[src/hdl/paged_addr_pkg.sv]
// shared constants and carriers for the paged effective address unit
package paged_addr_pkg;
    localparam int ADDR_W      = 14;
    localparam int PAGE_W      = 6;
    localparam int BYTE_W      = 8;
    localparam int WORD_W      = 16;
    localparam int PAGE_BYTES  = 256;
    localparam int BLOCK_PAGES = 8;
    localparam int IRQ_LINES   = 8;
    localparam int IRQ_STD     = 4;
    localparam int IRQ_BLK_SH  = 3;
    localparam int ROM_BYTES   = 64;
    localparam int AUTO_INC_BIT  = 0;
    localparam int AUTO_SKIP_BIT = 1;
    localparam logic [13:0] RESTART_ADDR = 14'h0000;
    localparam logic [13:0] IRQ_BASE     = 14'h0100;
    localparam logic [5:0]  PAGE_ZERO    = 6'h00;
    localparam logic [5:0]  TOP_PAGE_MAX = 6'h3f;
    localparam logic [2:0]  MEM_BLOCKS_RST = 3'h7;

    typedef struct packed {
        logic        indirect;
        logic        page_zero;
        logic [7:0]  offset;
        logic [13:0] instr_last;
    } mem_ref_t;

    typedef struct packed {
        logic [13:0] addr;
        logic        auto_increment_flag;
        logic        auto_skip_flag;
        logic        fault;
    } ea_result_t;

    typedef enum logic [3:0] {
        ST_IDLE = 4'b0001,
        ST_HI   = 4'b0010,
        ST_LO   = 4'b0100,
        ST_DONE = 4'b1000
    } ea_state_t;
endpackage

[src/hdl/paged_effective_address_unit.sv]
// effective address formation, dedicated locations and read-only boot area
`timescale 1ns/1ps
module paged_effective_address_unit
    import paged_addr_pkg::*;
(
    input  wire logic        ref_clk,        // processor clock
    input  wire logic        rst,            // async power-up reset
    input  wire logic        clk_en,         // freezes all state when low
    input  wire logic        req_valid,      // memory reference request
    input  wire mem_ref_t    req,            // request fields
    output logic             req_ready,      // unit idle, request taken
    output logic             res_valid,      // one-cycle result pulse
    output ea_result_t       res,            // effective address result
    output logic             rd_req,         // core read strobe
    output logic [13:0]      rd_addr,        // core read address
    input  wire logic        rd_ack,         // core read data valid
    input  wire logic [7:0]  rd_data,        // core read byte
    input  wire logic        wr_req_in,      // write request from cpu
    input  wire logic [13:0] wr_addr_in,     // write address from cpu
    output logic             wr_allow,       // write may reach core
    input  wire logic        panel_fitted,   // auto-load panel pin
    input  wire logic [2:0]  mem_blocks,     // installed 2K blocks minus one
    input  wire logic [7:0]  irq_enable,     // per-line service enable
    input  wire logic [3:0]  irq_opt_fit,    // optional lines 4-7 fitted
    input  wire logic [2:0]  irq_line,       // line to vector
    output logic [13:0]      irq_vector,     // service block start
    output logic             irq_line_ok,    // line exists and is enabled
    output logic [13:0]      restart_addr,   // restart point after reset
    output logic [7:0]       irq_blk_hit,    // write hit live service block
    output logic [5:0]       top_page        // highest valid page
);

    ////////////////////////////////////////////////////////////////////////
    // address helpers

    function automatic logic [13:0] make_addr(input logic [5:0] pg,
                                              input logic [7:0] idx);
        make_addr = {pg, idx};
    endfunction

    function automatic logic [5:0] page_of(input logic [13:0] a);
        page_of = a[13:8];
    endfunction

    // pages past installed memory report a fault instead of wrapping
    function automatic logic above_top(input logic [5:0] pg,
                                       input logic [5:0] top);
        above_top = pg > top;
    endfunction

    ////////////////////////////////////////////////////////////////////////
    // pin synchronisers: straps and panel come from outside
    // straps may move while the clock runs, so every pin gets two stages

    logic        panel_s1, panel_s2;
    logic [2:0]  blk_s1, blk_s2;
    logic [7:0]  en_s1, en_s2;
    logic [3:0]  opt_s1, opt_s2;
    logic        next_panel_s1, next_panel_s2;
    logic [2:0]  next_blk_s1, next_blk_s2;
    logic [7:0]  next_en_s1, next_en_s2;
    logic [3:0]  next_opt_s1, next_opt_s2;

    always_comb begin
        next_panel_s1 = panel_s1;
        next_panel_s2 = panel_s2;
        next_blk_s1  = blk_s1;
        next_blk_s2  = blk_s2;
        next_en_s1   = en_s1;
        next_en_s2   = en_s2;
        next_opt_s1  = opt_s1;
        next_opt_s2  = opt_s2;
        if (clk_en) begin
            next_panel_s1 = panel_fitted;
            next_panel_s2 = panel_s1;
            next_blk_s1  = mem_blocks;
            next_blk_s2  = blk_s1;
            next_en_s1   = irq_enable;
            next_en_s2   = en_s1;
            next_opt_s1  = irq_opt_fit;
            next_opt_s2  = opt_s1;
        end
    end

    always_ff @(posedge ref_clk or posedge rst) begin
        if (rst) begin
            panel_s1 <= 1'b0;
            panel_s2 <= 1'b0;
            blk_s1  <= 3'h0;
            blk_s2  <= 3'h0;
            en_s1   <= 8'h00;
            en_s2   <= 8'h00;
            opt_s1  <= 4'h0;
            opt_s2  <= 4'h0;
        end else begin
            panel_s1 <= next_panel_s1;
            panel_s2 <= next_panel_s2;
            blk_s1  <= next_blk_s1;
            blk_s2  <= next_blk_s2;
            en_s1   <= next_en_s1;
            en_s2   <= next_en_s2;
            opt_s1  <= next_opt_s1;
            opt_s2  <= next_opt_s2;
        end
    end

    ////////////////////////////////////////////////////////////////////////
    // interrupt line decoding

    // a line answers only when it exists and software enabled it
    function automatic logic line_live(input logic [7:0] present,
                                       input logic [7:0] en,
                                       input logic [2:0] n);
        line_live = present[n] & en[n];
    endfunction

    logic [7:0] line_present;

    // lines 0-3 always exist, upper four only when fitted
    assign line_present = {opt_s2, 4'hf};

    ////////////////////////////////////////////////////////////////////////
    // installed memory and restart point

    logic [5:0]  next_top_page;
    logic [13:0] next_restart;

    // top page tracks the straps, so a strap change takes effect live
    always_comb begin
        // each 2K adds eight pages; 8 blocks give page 3f
        next_top_page = 6'({blk_s2, 3'h7});
        next_restart  = RESTART_ADDR;
    end

    always_ff @(posedge ref_clk or posedge rst) begin
        if (rst) begin
            top_page     <= 6'h07;
            restart_addr <= RESTART_ADDR;
        end else if (clk_en) begin
            top_page     <= next_top_page;
            restart_addr <= next_restart;
        end
    end

    ////////////////////////////////////////////////////////////////////////
    // interrupt vector and live service block hits

    logic [13:0] next_vector;
    logic        next_line_ok;
    logic [7:0]  next_blk_hit;

    // the vector is registered from irq_line each enabled cycle, one cycle behind
    always_comb begin
        next_vector  = IRQ_BASE + 14'({irq_line, 3'h0});
        next_line_ok = line_live(line_present, en_s2, irq_line);
        next_blk_hit = 8'h00;
        for (int n = 0; n < IRQ_LINES; n++) begin
            // only live blocks flag; idle ones stay plain memory
            if (wr_req_in && line_live(line_present, en_s2, 3'(n)) &&
                wr_addr_in[13:3] == 11'((IRQ_BASE >> IRQ_BLK_SH) + n))
                next_blk_hit[n] = 1'b1;
        end
    end

    always_ff @(posedge ref_clk or posedge rst) begin
        if (rst) begin
            irq_vector  <= IRQ_BASE;
            irq_line_ok <= 1'b0;
            irq_blk_hit <= 8'h00;
        end else if (clk_en) begin
            irq_vector  <= next_vector;
            irq_line_ok <= next_line_ok;
            irq_blk_hit <= next_blk_hit;
        end
    end

    ////////////////////////////////////////////////////////////////////////
    // write gate

    logic next_wr_allow;
    logic in_boot_area;

    assign in_boot_area = wr_addr_in < 14'(ROM_BYTES);

    // pages past installed memory are absent core: refuse, never alias
    always_comb begin
        // the panel freezes the boot area; writes above the top page are also blocked
        next_wr_allow = wr_req_in &&
                        !(panel_s2 && in_boot_area) &&
                        page_of(wr_addr_in) <= next_top_page;
    end

    always_ff @(posedge ref_clk or posedge rst) begin
        if (rst) begin
            wr_allow <= 1'b0;
        end else if (clk_en) begin
            wr_allow <= next_wr_allow;
        end
    end

    ////////////////////////////////////////////////////////////////////////
    // effective address sequencer

    ea_state_t  state, next_state;
    logic [13:0] ptr, next_ptr;
    logic [7:0]  hi_byte, next_hi_byte;
    ea_result_t  next_res;
    logic        next_res_valid;
    logic [5:0]  cur_page;
    logic [13:0] direct_ea;

    // a straddling instruction is judged by its last byte's page
    assign cur_page  = page_of(req.instr_last);
    assign direct_ea = make_addr(req.page_zero ? PAGE_ZERO : cur_page,
                                 req.offset);
    // a new request waits until the word fetch has fully finished
    assign req_ready = (state == ST_IDLE);
    assign rd_req    = (state == ST_HI) || (state == ST_LO);
    assign rd_addr   = ptr;

    always_comb begin
        next_state     = state;
        next_ptr       = ptr;
        next_hi_byte   = hi_byte;
        next_res       = res;
        next_res_valid = 1'b0;
        unique case (state)
            ST_IDLE: begin
                if (req_valid) begin
                    if (req.indirect) begin
                        next_ptr   = direct_ea;
                        next_state = ST_HI;
                    end else begin
                        next_res.addr                = direct_ea;
                        next_res.auto_increment_flag = 1'b0;
                        next_res.auto_skip_flag      = 1'b0;
                        next_res.fault =
                            above_top(page_of(direct_ea), top_page);
                        next_res_valid = 1'b1;
                    end
                end
            end
            ST_HI: begin
                // strobe holds until core answers; there is no timeout
                if (rd_ack) begin
                    next_hi_byte = rd_data;
                    next_ptr     = ptr + 14'h0001;
                    next_state   = ST_LO;
                end
            end
            ST_LO: begin
                if (rd_ack) begin
                    // keep low 14 bits; flags sit in the word's bits 0,1
                    next_res.addr = {hi_byte[5:0], rd_data};
                    next_res.auto_increment_flag =
                        hi_byte[BYTE_W-1-AUTO_INC_BIT];
                    next_res.auto_skip_flag =
                        hi_byte[BYTE_W-1-AUTO_SKIP_BIT];
                    next_res.fault = above_top(hi_byte[5:0], top_page);
                    next_state = ST_DONE;
                end
            end
            ST_DONE: begin
                // result pulses two cycles after the low byte lands
                next_res_valid = 1'b1;
                next_state     = ST_IDLE;
            end
            default: next_state = ST_IDLE;
        endcase
    end

    always_ff @(posedge ref_clk or posedge rst) begin
        if (rst) begin
            state     <= ST_IDLE;
            ptr       <= 14'h0000;
            hi_byte   <= 8'h00;
            res       <= '0;
            res_valid <= 1'b0;
        end else if (clk_en) begin
            state     <= next_state;
            ptr       <= next_ptr;
            hi_byte   <= next_hi_byte;
            res       <= next_res;
            res_valid <= next_res_valid;
        end
    end

endmodule

[config.mk]
export PLATFORM = sky130hd
export DESIGN_NAME = paged_effective_address_unit
export DESIGN_NICKNAME = d
export VERILOG_FILES = /design/src/hdl/paged_addr_pkg.sv /design/src/hdl/paged_effective_address_unit.sv
export SDC_FILE = /design/constraint.sdc
export NUM_CORES = 1
export LEC_CHECK = 0
export BUFFER_PORTS_ARGS = -buffer_cell sky130_fd_sc_hd__buf_2
export CAP_MARGIN = 20
export CORE_MARGIN = 8
export CORE_UTILIZATION = 40
export DETAILED_ROUTE_END_ITERATION = 8
export PLACE_DENSITY = 0.65
export SYNTH_ARGS = -nofsm -noshare
export SYNTH_HDL_FRONTEND = slang
export SYNTH_SLANG_ARGS = --single-unit
[constraint.sdc]
create_clock -name ref_clk -period 5.8 [get_ports ref_clk]
set_clock_uncertainty 0.1 [all_clocks]
set_input_delay 1.16 -clock ref_clk [delete_from_list [all_inputs] [get_ports ref_clk]]
set_output_delay 1.16 -clock ref_clk [all_outputs]
set_load 0.005 [all_outputs]
==> results.cfg, run 1 <==
[critical_path]
worstSetupPathType = reg -> out
endpoint_kind = output pin
crit_path_top_delay_cell = dfrtp_1
slowest_delay_ns = 0.47
crit_fanout = 23
timing.rr.end = res[15]
arrival_ns = 1.78
timing.critical_path.buf_inv = 3
critPathTopFamily = buffers and inverters
r2r_cells = 6
crit_path_cell_trace = nor4b_4 -> buf_4 -> nor2_1 -> inv_1 -> buf_2
reg2reg_slack_ns = 3.60
crit_path_start = state[1]
cp.depth = 5
crit_path_end = rd_req
reg2reg_from = state[1]
start_kind = register
required_ns = 4.54

[timing]
fmax_mhz = 328
hold_viol = 0
rsz0062_at_grt = false
period_minus_slack_ns = 3.04
tightest_slew_ns = 0.774
fin_setup_tns_ns = 0
finalMaxSlewViolations = 0
finalSetupViolCount = 0
max_slew_margin = 0.484
fin_crit_sh = 0.525

[yosys]
yosysWarnings = 0
synth_seq_cells = 92
yosysTopAreaCellShare = 0.491
syn_inst = 436
synth.most_common_cell = dfrtp_1
synth.avg_cell_area_um2 = 10.6
syn_area_um2 = 4640
netlist-cell-type-count = 48
yosys.area.top_type = dfrtp_1
yosys-top-cells-count = 91 x dfrtp_1, 46 x nand2_1, 42 x mux2_2
synth-edff-count = 0
ys_seq_area_frac = 0.496
synth-async-reset-ratio = 1.00
synth_area_leaders = dfrtp_1 49%, mux2_2 10%, buf_4 4.7%, nand2_1 3.7%, o21ai_0 3.6%
synthFlopType = dfrtp_1

[detailed_routing]
avgRoutedWirePerCell_um = 16.4
dr.pass1.iters = 5
routed_wl_um = 11300
drtIter0Drc = 233
viasPerCell = 5.18
final_antenna_net_count = 0
drcViolationCount = 0
vias = 3557

[die]
dieArea_um2 = 15300
core_um2 = 11400
die_w_um = 124
ioPinCount = 149
start_util = 0.408
rows = 39
die_h_um = 124

[clock_tree]
cts_root_buf = clkbuf_16
cts_made_buffers = 9
cts_resized = 0
cts_tree = done
post_cts_buffers = 0
clock_latency_ns = 0.34
htree_levels = 3
cts_max_path_buffers = 2
clock-sinks = 92
cts_hold_buffers = 0
clk_pin_slew_ns = 0.06

[global_routing]
grt_max_degree = 48
grt_pass1_vias = 3508
grt_pass1_wl_um = 17900
grt_antenna_before_repair = 1
grtUsageTotal = 0.150
grt_overflow_total = 0

[power]
peakVddDrop_mv = 0.291
power_leakage_uw = 0.00258
p_per_area_nw_per_um2 = 399

[run]
cap_violations = 0

[finish]
area_growth_pct = 18.7
fin_cells = 687
fill_cells = 1052
register_area_um2 = 2300
multi_input_area_um2 = 2040
antenna_cells = 0
nNetsFinal = 621
drive_gt1_frac = 0.331

[placed_design]
port_buffers = 109
globalplace.congestion = 0.845
hpwlAfterDp_um = 8490
dp.cells = 672

[hold_path]
holdPathStages = 2
hold_class = reg -> reg

[status]
status = finished clean
-- sequential cells by signal (all words and copies together), names as in the netlist, 3 cells and up --
signal       cells
opt_s1           4
opt_s2           4
irq_blk_hit      8
top_page         3
en_s1            8
rd_addr         14
en_s2            8
irq_vector       3
blk_s1           3
hi_byte          8
state            4
res             17
blk_s2           3
-- per-layer routing --
metal | vias to the layer above | wire length (µm) | global-route usage
met5 | - | 10 | 0
met4 | 2 | 158 | 0.0459
met3 | 15 | 1240 | 0.0617
met2 | 137 | 5150 | 0.234
met1 | 1702 | 4730 | 0.187
li1 | 1701 | - | -
-- placed cells by master (no fill, tap or decap), types with 9 or more instances in the layout --
cell type,instances
o21ai_0,33
buf_2,109
a21oi_1,27
inv_1,21
dfrtp_1,91
nand3_1,14
ha_1,10
nor2_1,10
nand2_1,46
clkbuf_16,9
mux2i_1,15
mux2_2,42
o22ai_1,12
conb_1,28
-- how the worst min path moves through the flow --
stage	slack (ns)	start	to
CTS	0.38	res[5]	res[5]
global route	0.41	res[10]	res[10]
floorplan	0.35	blk_s1[0]	blk_s2[0]
detailed placement	0.37	res[5]	res[5]
global placement	0.36	res[6]	res[6]
finish	0.38	res[5]	res[5]
-- through the flow --
stage | utilization | hold WS, ns | cell area [µm²] | power (µW) | worst slack [ns]
after global placement | 0.456 | 0.356 | 5180 | 1560 | 3.03
after floorplan | - | 0.349 | 4740 | 1350 | 2.15
final | 0.485 | 0.376 | 5510 | 2200 | 2.76
after global routing | 0.485 | 0.412 | 5510 | 2340 | 2.67
after CTS | 0.485 | 0.384 | 5510 | 2220 | 2.73
after detailed placement | 0.456 | 0.370 | 5180 | 1580 | 2.98
-- logic make-up after synthesis --
logic type      after synthesis  share of synthesized area
compound gates               99                      0.125
fa+ha+maj                    10                     0.0270
buf+inv                      68                     0.0844
flops                        92                      0.496
mux                          58                      0.139
other cells                   2                    0.00162
simple gates                107                      0.126
-- worst reg2reg max path: cells and delay by family (launching register included) --
family | cells | cell delay (ns)
AO/OA/AOI/OAI | 2 | 0.30
buffers and inverters | 1 | 0.35
flip-flops | 1 | 0.47
AND/OR/NAND/NOR | 3 | 0.83
-- final cells by class --
cell class	count	area share
clock buffer	11	0.0459
multi-input combinational	302	0.371
sequential	92	0.418
timing repair buffer	113	0.104
clock inverter	4	0.0132
tap	143	0.0325
inverter	22	0.0152
-- where the power goes --
part           internal (µW)  total [µW]  switching, µW
logic                    293         591            298
clock network            398         637            239
registers                811         972            161
(Power assumes the default switching activity.)
==> run 2, diff against run 1 <==
--- a/config.mk
+++ b/config.mk
@@ -10,7 +10,7 @@
 export CORE_MARGIN = 8
 export CORE_UTILIZATION = 40
 export DETAILED_ROUTE_END_ITERATION = 8
-export PLACE_DENSITY = 0.65
+export PLACE_DENSITY = 0.68
 export SYNTH_ARGS = -nofsm -noshare
 export SYNTH_HDL_FRONTEND = slang
 export SYNTH_SLANG_ARGS = --single-unit
==> constraint.sdc (replaced) <==
create_clock -name ref_clk -period 2.8 [get_ports ref_clk]
set_clock_uncertainty 0.1 [all_clocks]
set_input_delay 0.56 -clock ref_clk [delete_from_list [all_inputs] [get_ports ref_clk]]
set_output_delay 0.56 -clock ref_clk [all_outputs]
set_load 0.005 [all_outputs]
==> results.cfg, run 2 (same netlist as run 1, synthesis figures left out) <==
[clock_tree]
cts_made_buffers = 9
htree_levels = 3
clock-sinks = 92
cts_resized = 0
clock_latency_ns = 0.34
post_cts_buffers = 0
cts_root_buf = clkbuf_16
clk_pin_slew_ns = 0.07
cts_hold_buffers = 0
cts_max_path_buffers = 2
cts_tree = done

[critical_path]
cp.depth = 4
timing.critical_path.buf_inv = 1
critPathTopFamily = simple AND/OR/NAND/NOR gates
crit_fanout = 29
r2r_cells = 4
crit_path_cell_trace = nor4b_4 -> buf_4 -> nand3_1 -> mux2_2
start_kind = register
endpoint_kind = register
required_ns = 2.93
crit_path_top_delay_cell = dfrtp_1
arrival_ns = 2.33
worstSetupPathType = reg -> reg
slowest_delay_ns = 0.48

[timing]
finalSetupViolCount = 0
fmax_mhz = 455
fin_crit_sh = 0.786
hold_viol = 0
hold-worst-slack_ns = 0.253
tightest_slew_ns = 0.558
period_minus_slack_ns = 2.20
max_slew_margin = 0.625
finalMaxSlewViolations = 0
rsz0062_at_grt = false
fin_setup_tns_ns = 0

[finish]
nNetsFinal = 621
fin_cells = 688
multi_input_area_um2 = 2040
area_growth_pct = 18.8
antenna_cells = 0
layout_commonest_cell = buf_2
final_area_um2 = 5510
register_area_um2 = 2300
drive_gt1_frac = 0.332
largest_reg_flops = 17
regMostFlops = res
mostFrequentLayoutCells = 109 x buf_2, 91 x dfrtp_1, 46 x nand2_1, 42 x mux2_2, 33 x o21ai_0
fill_cells = 1034

[die]
die_w_um = 124
ioPinCount = 149
dieArea_um2 = 15300
rows = 39
start_util = 0.408
die_h_um = 124
core_um2 = 11400

[global_routing]
grt_max_degree = 93
grt_pass1_vias = 3458
grtUsageTotal = 0.149
grt_antenna_before_repair = 0
grt_overflow_total = 0
grt_pass1_wl_um = 17700

[placed_design]
hpwlAfterDp_um = 8450
dp.cells = 672
globalplace.congestion = 0.832
post_dp_cell_area_um2 = 5210
port_buffers = 109

[detailed_routing]
drcViolationCount = 0
avgRoutedWirePerCell_um = 16.6
drtIter0Drc = 340
vias = 3591
final_antenna_net_count = 0
viasPerCell = 5.22
routed_wl_um = 11400
dr.pass1.iters = 5

[status]
status = finished clean

[power]
power_uw = 4460
p_per_area_nw_per_um2 = 809
power_leakage_uw = 0.00257
peakVddDrop_mv = 0.456

[hold_path]
hold_class = in -> async

[run]
cap_violations = 0
## run 2: cell type report
class	count	area share
clock buffer	9	0.0409
tap	143	0.0325
timing repair buffer	113	0.109
sequential	92	0.418
inverter	22	0.0157
clock inverter	7	0.0136
multi-input combinational	302	0.371
## run 2: power breakdown
part           switching [µW]  internal, µW  total (µW)  leakage [µW]
clock network             518           696        1210      0.000143
logic                     618           611        1230       0.00129
registers                 340          1680        2020       0.00114
total                    1480          2990        4460       0.00257
## run 2: metal layers
metal  track usage  routed length (µm)  part of all wire  up-vias
met2         0.224                5230              0.46      168
met3        0.0494                1260              0.11       13
met4        0.0579                 145             0.013        0
met1         0.194                4750              0.42     1713
met5             0                   0                 0        -
li1              -                   -                 -     1697
## run 2: worst paths after layout
check / from / slack (ns) / to
setup / recovery: state[2] / 0.60 / hi_byte[0]
hold / removal: rst / 0.25 / wr_allow
setup reg to reg: state[2] / 0.60 / hi_byte[0]
hold reg to reg: blk_s2[1] / 0.38 / top_page[4]
max in group asynchronous: rst / 1.98 / rd_addr[11]
min in group ref_clk: irq_opt_fit[3] / 0.35 / opt_s1[3]
## run 2: worst min-delay path: stages
cell and delay [ns]:
buf_2 0.11, clkinvlp_4 0.07, buf_12 0.38
## run 2: metrics by stage
step                setup WS, ns   util
floorplan                   1.01      -
global placement           0.661  0.458
detailed placement         0.613  0.458
CTS                        0.582  0.485
global route               0.438  0.485
finish                     0.600  0.485
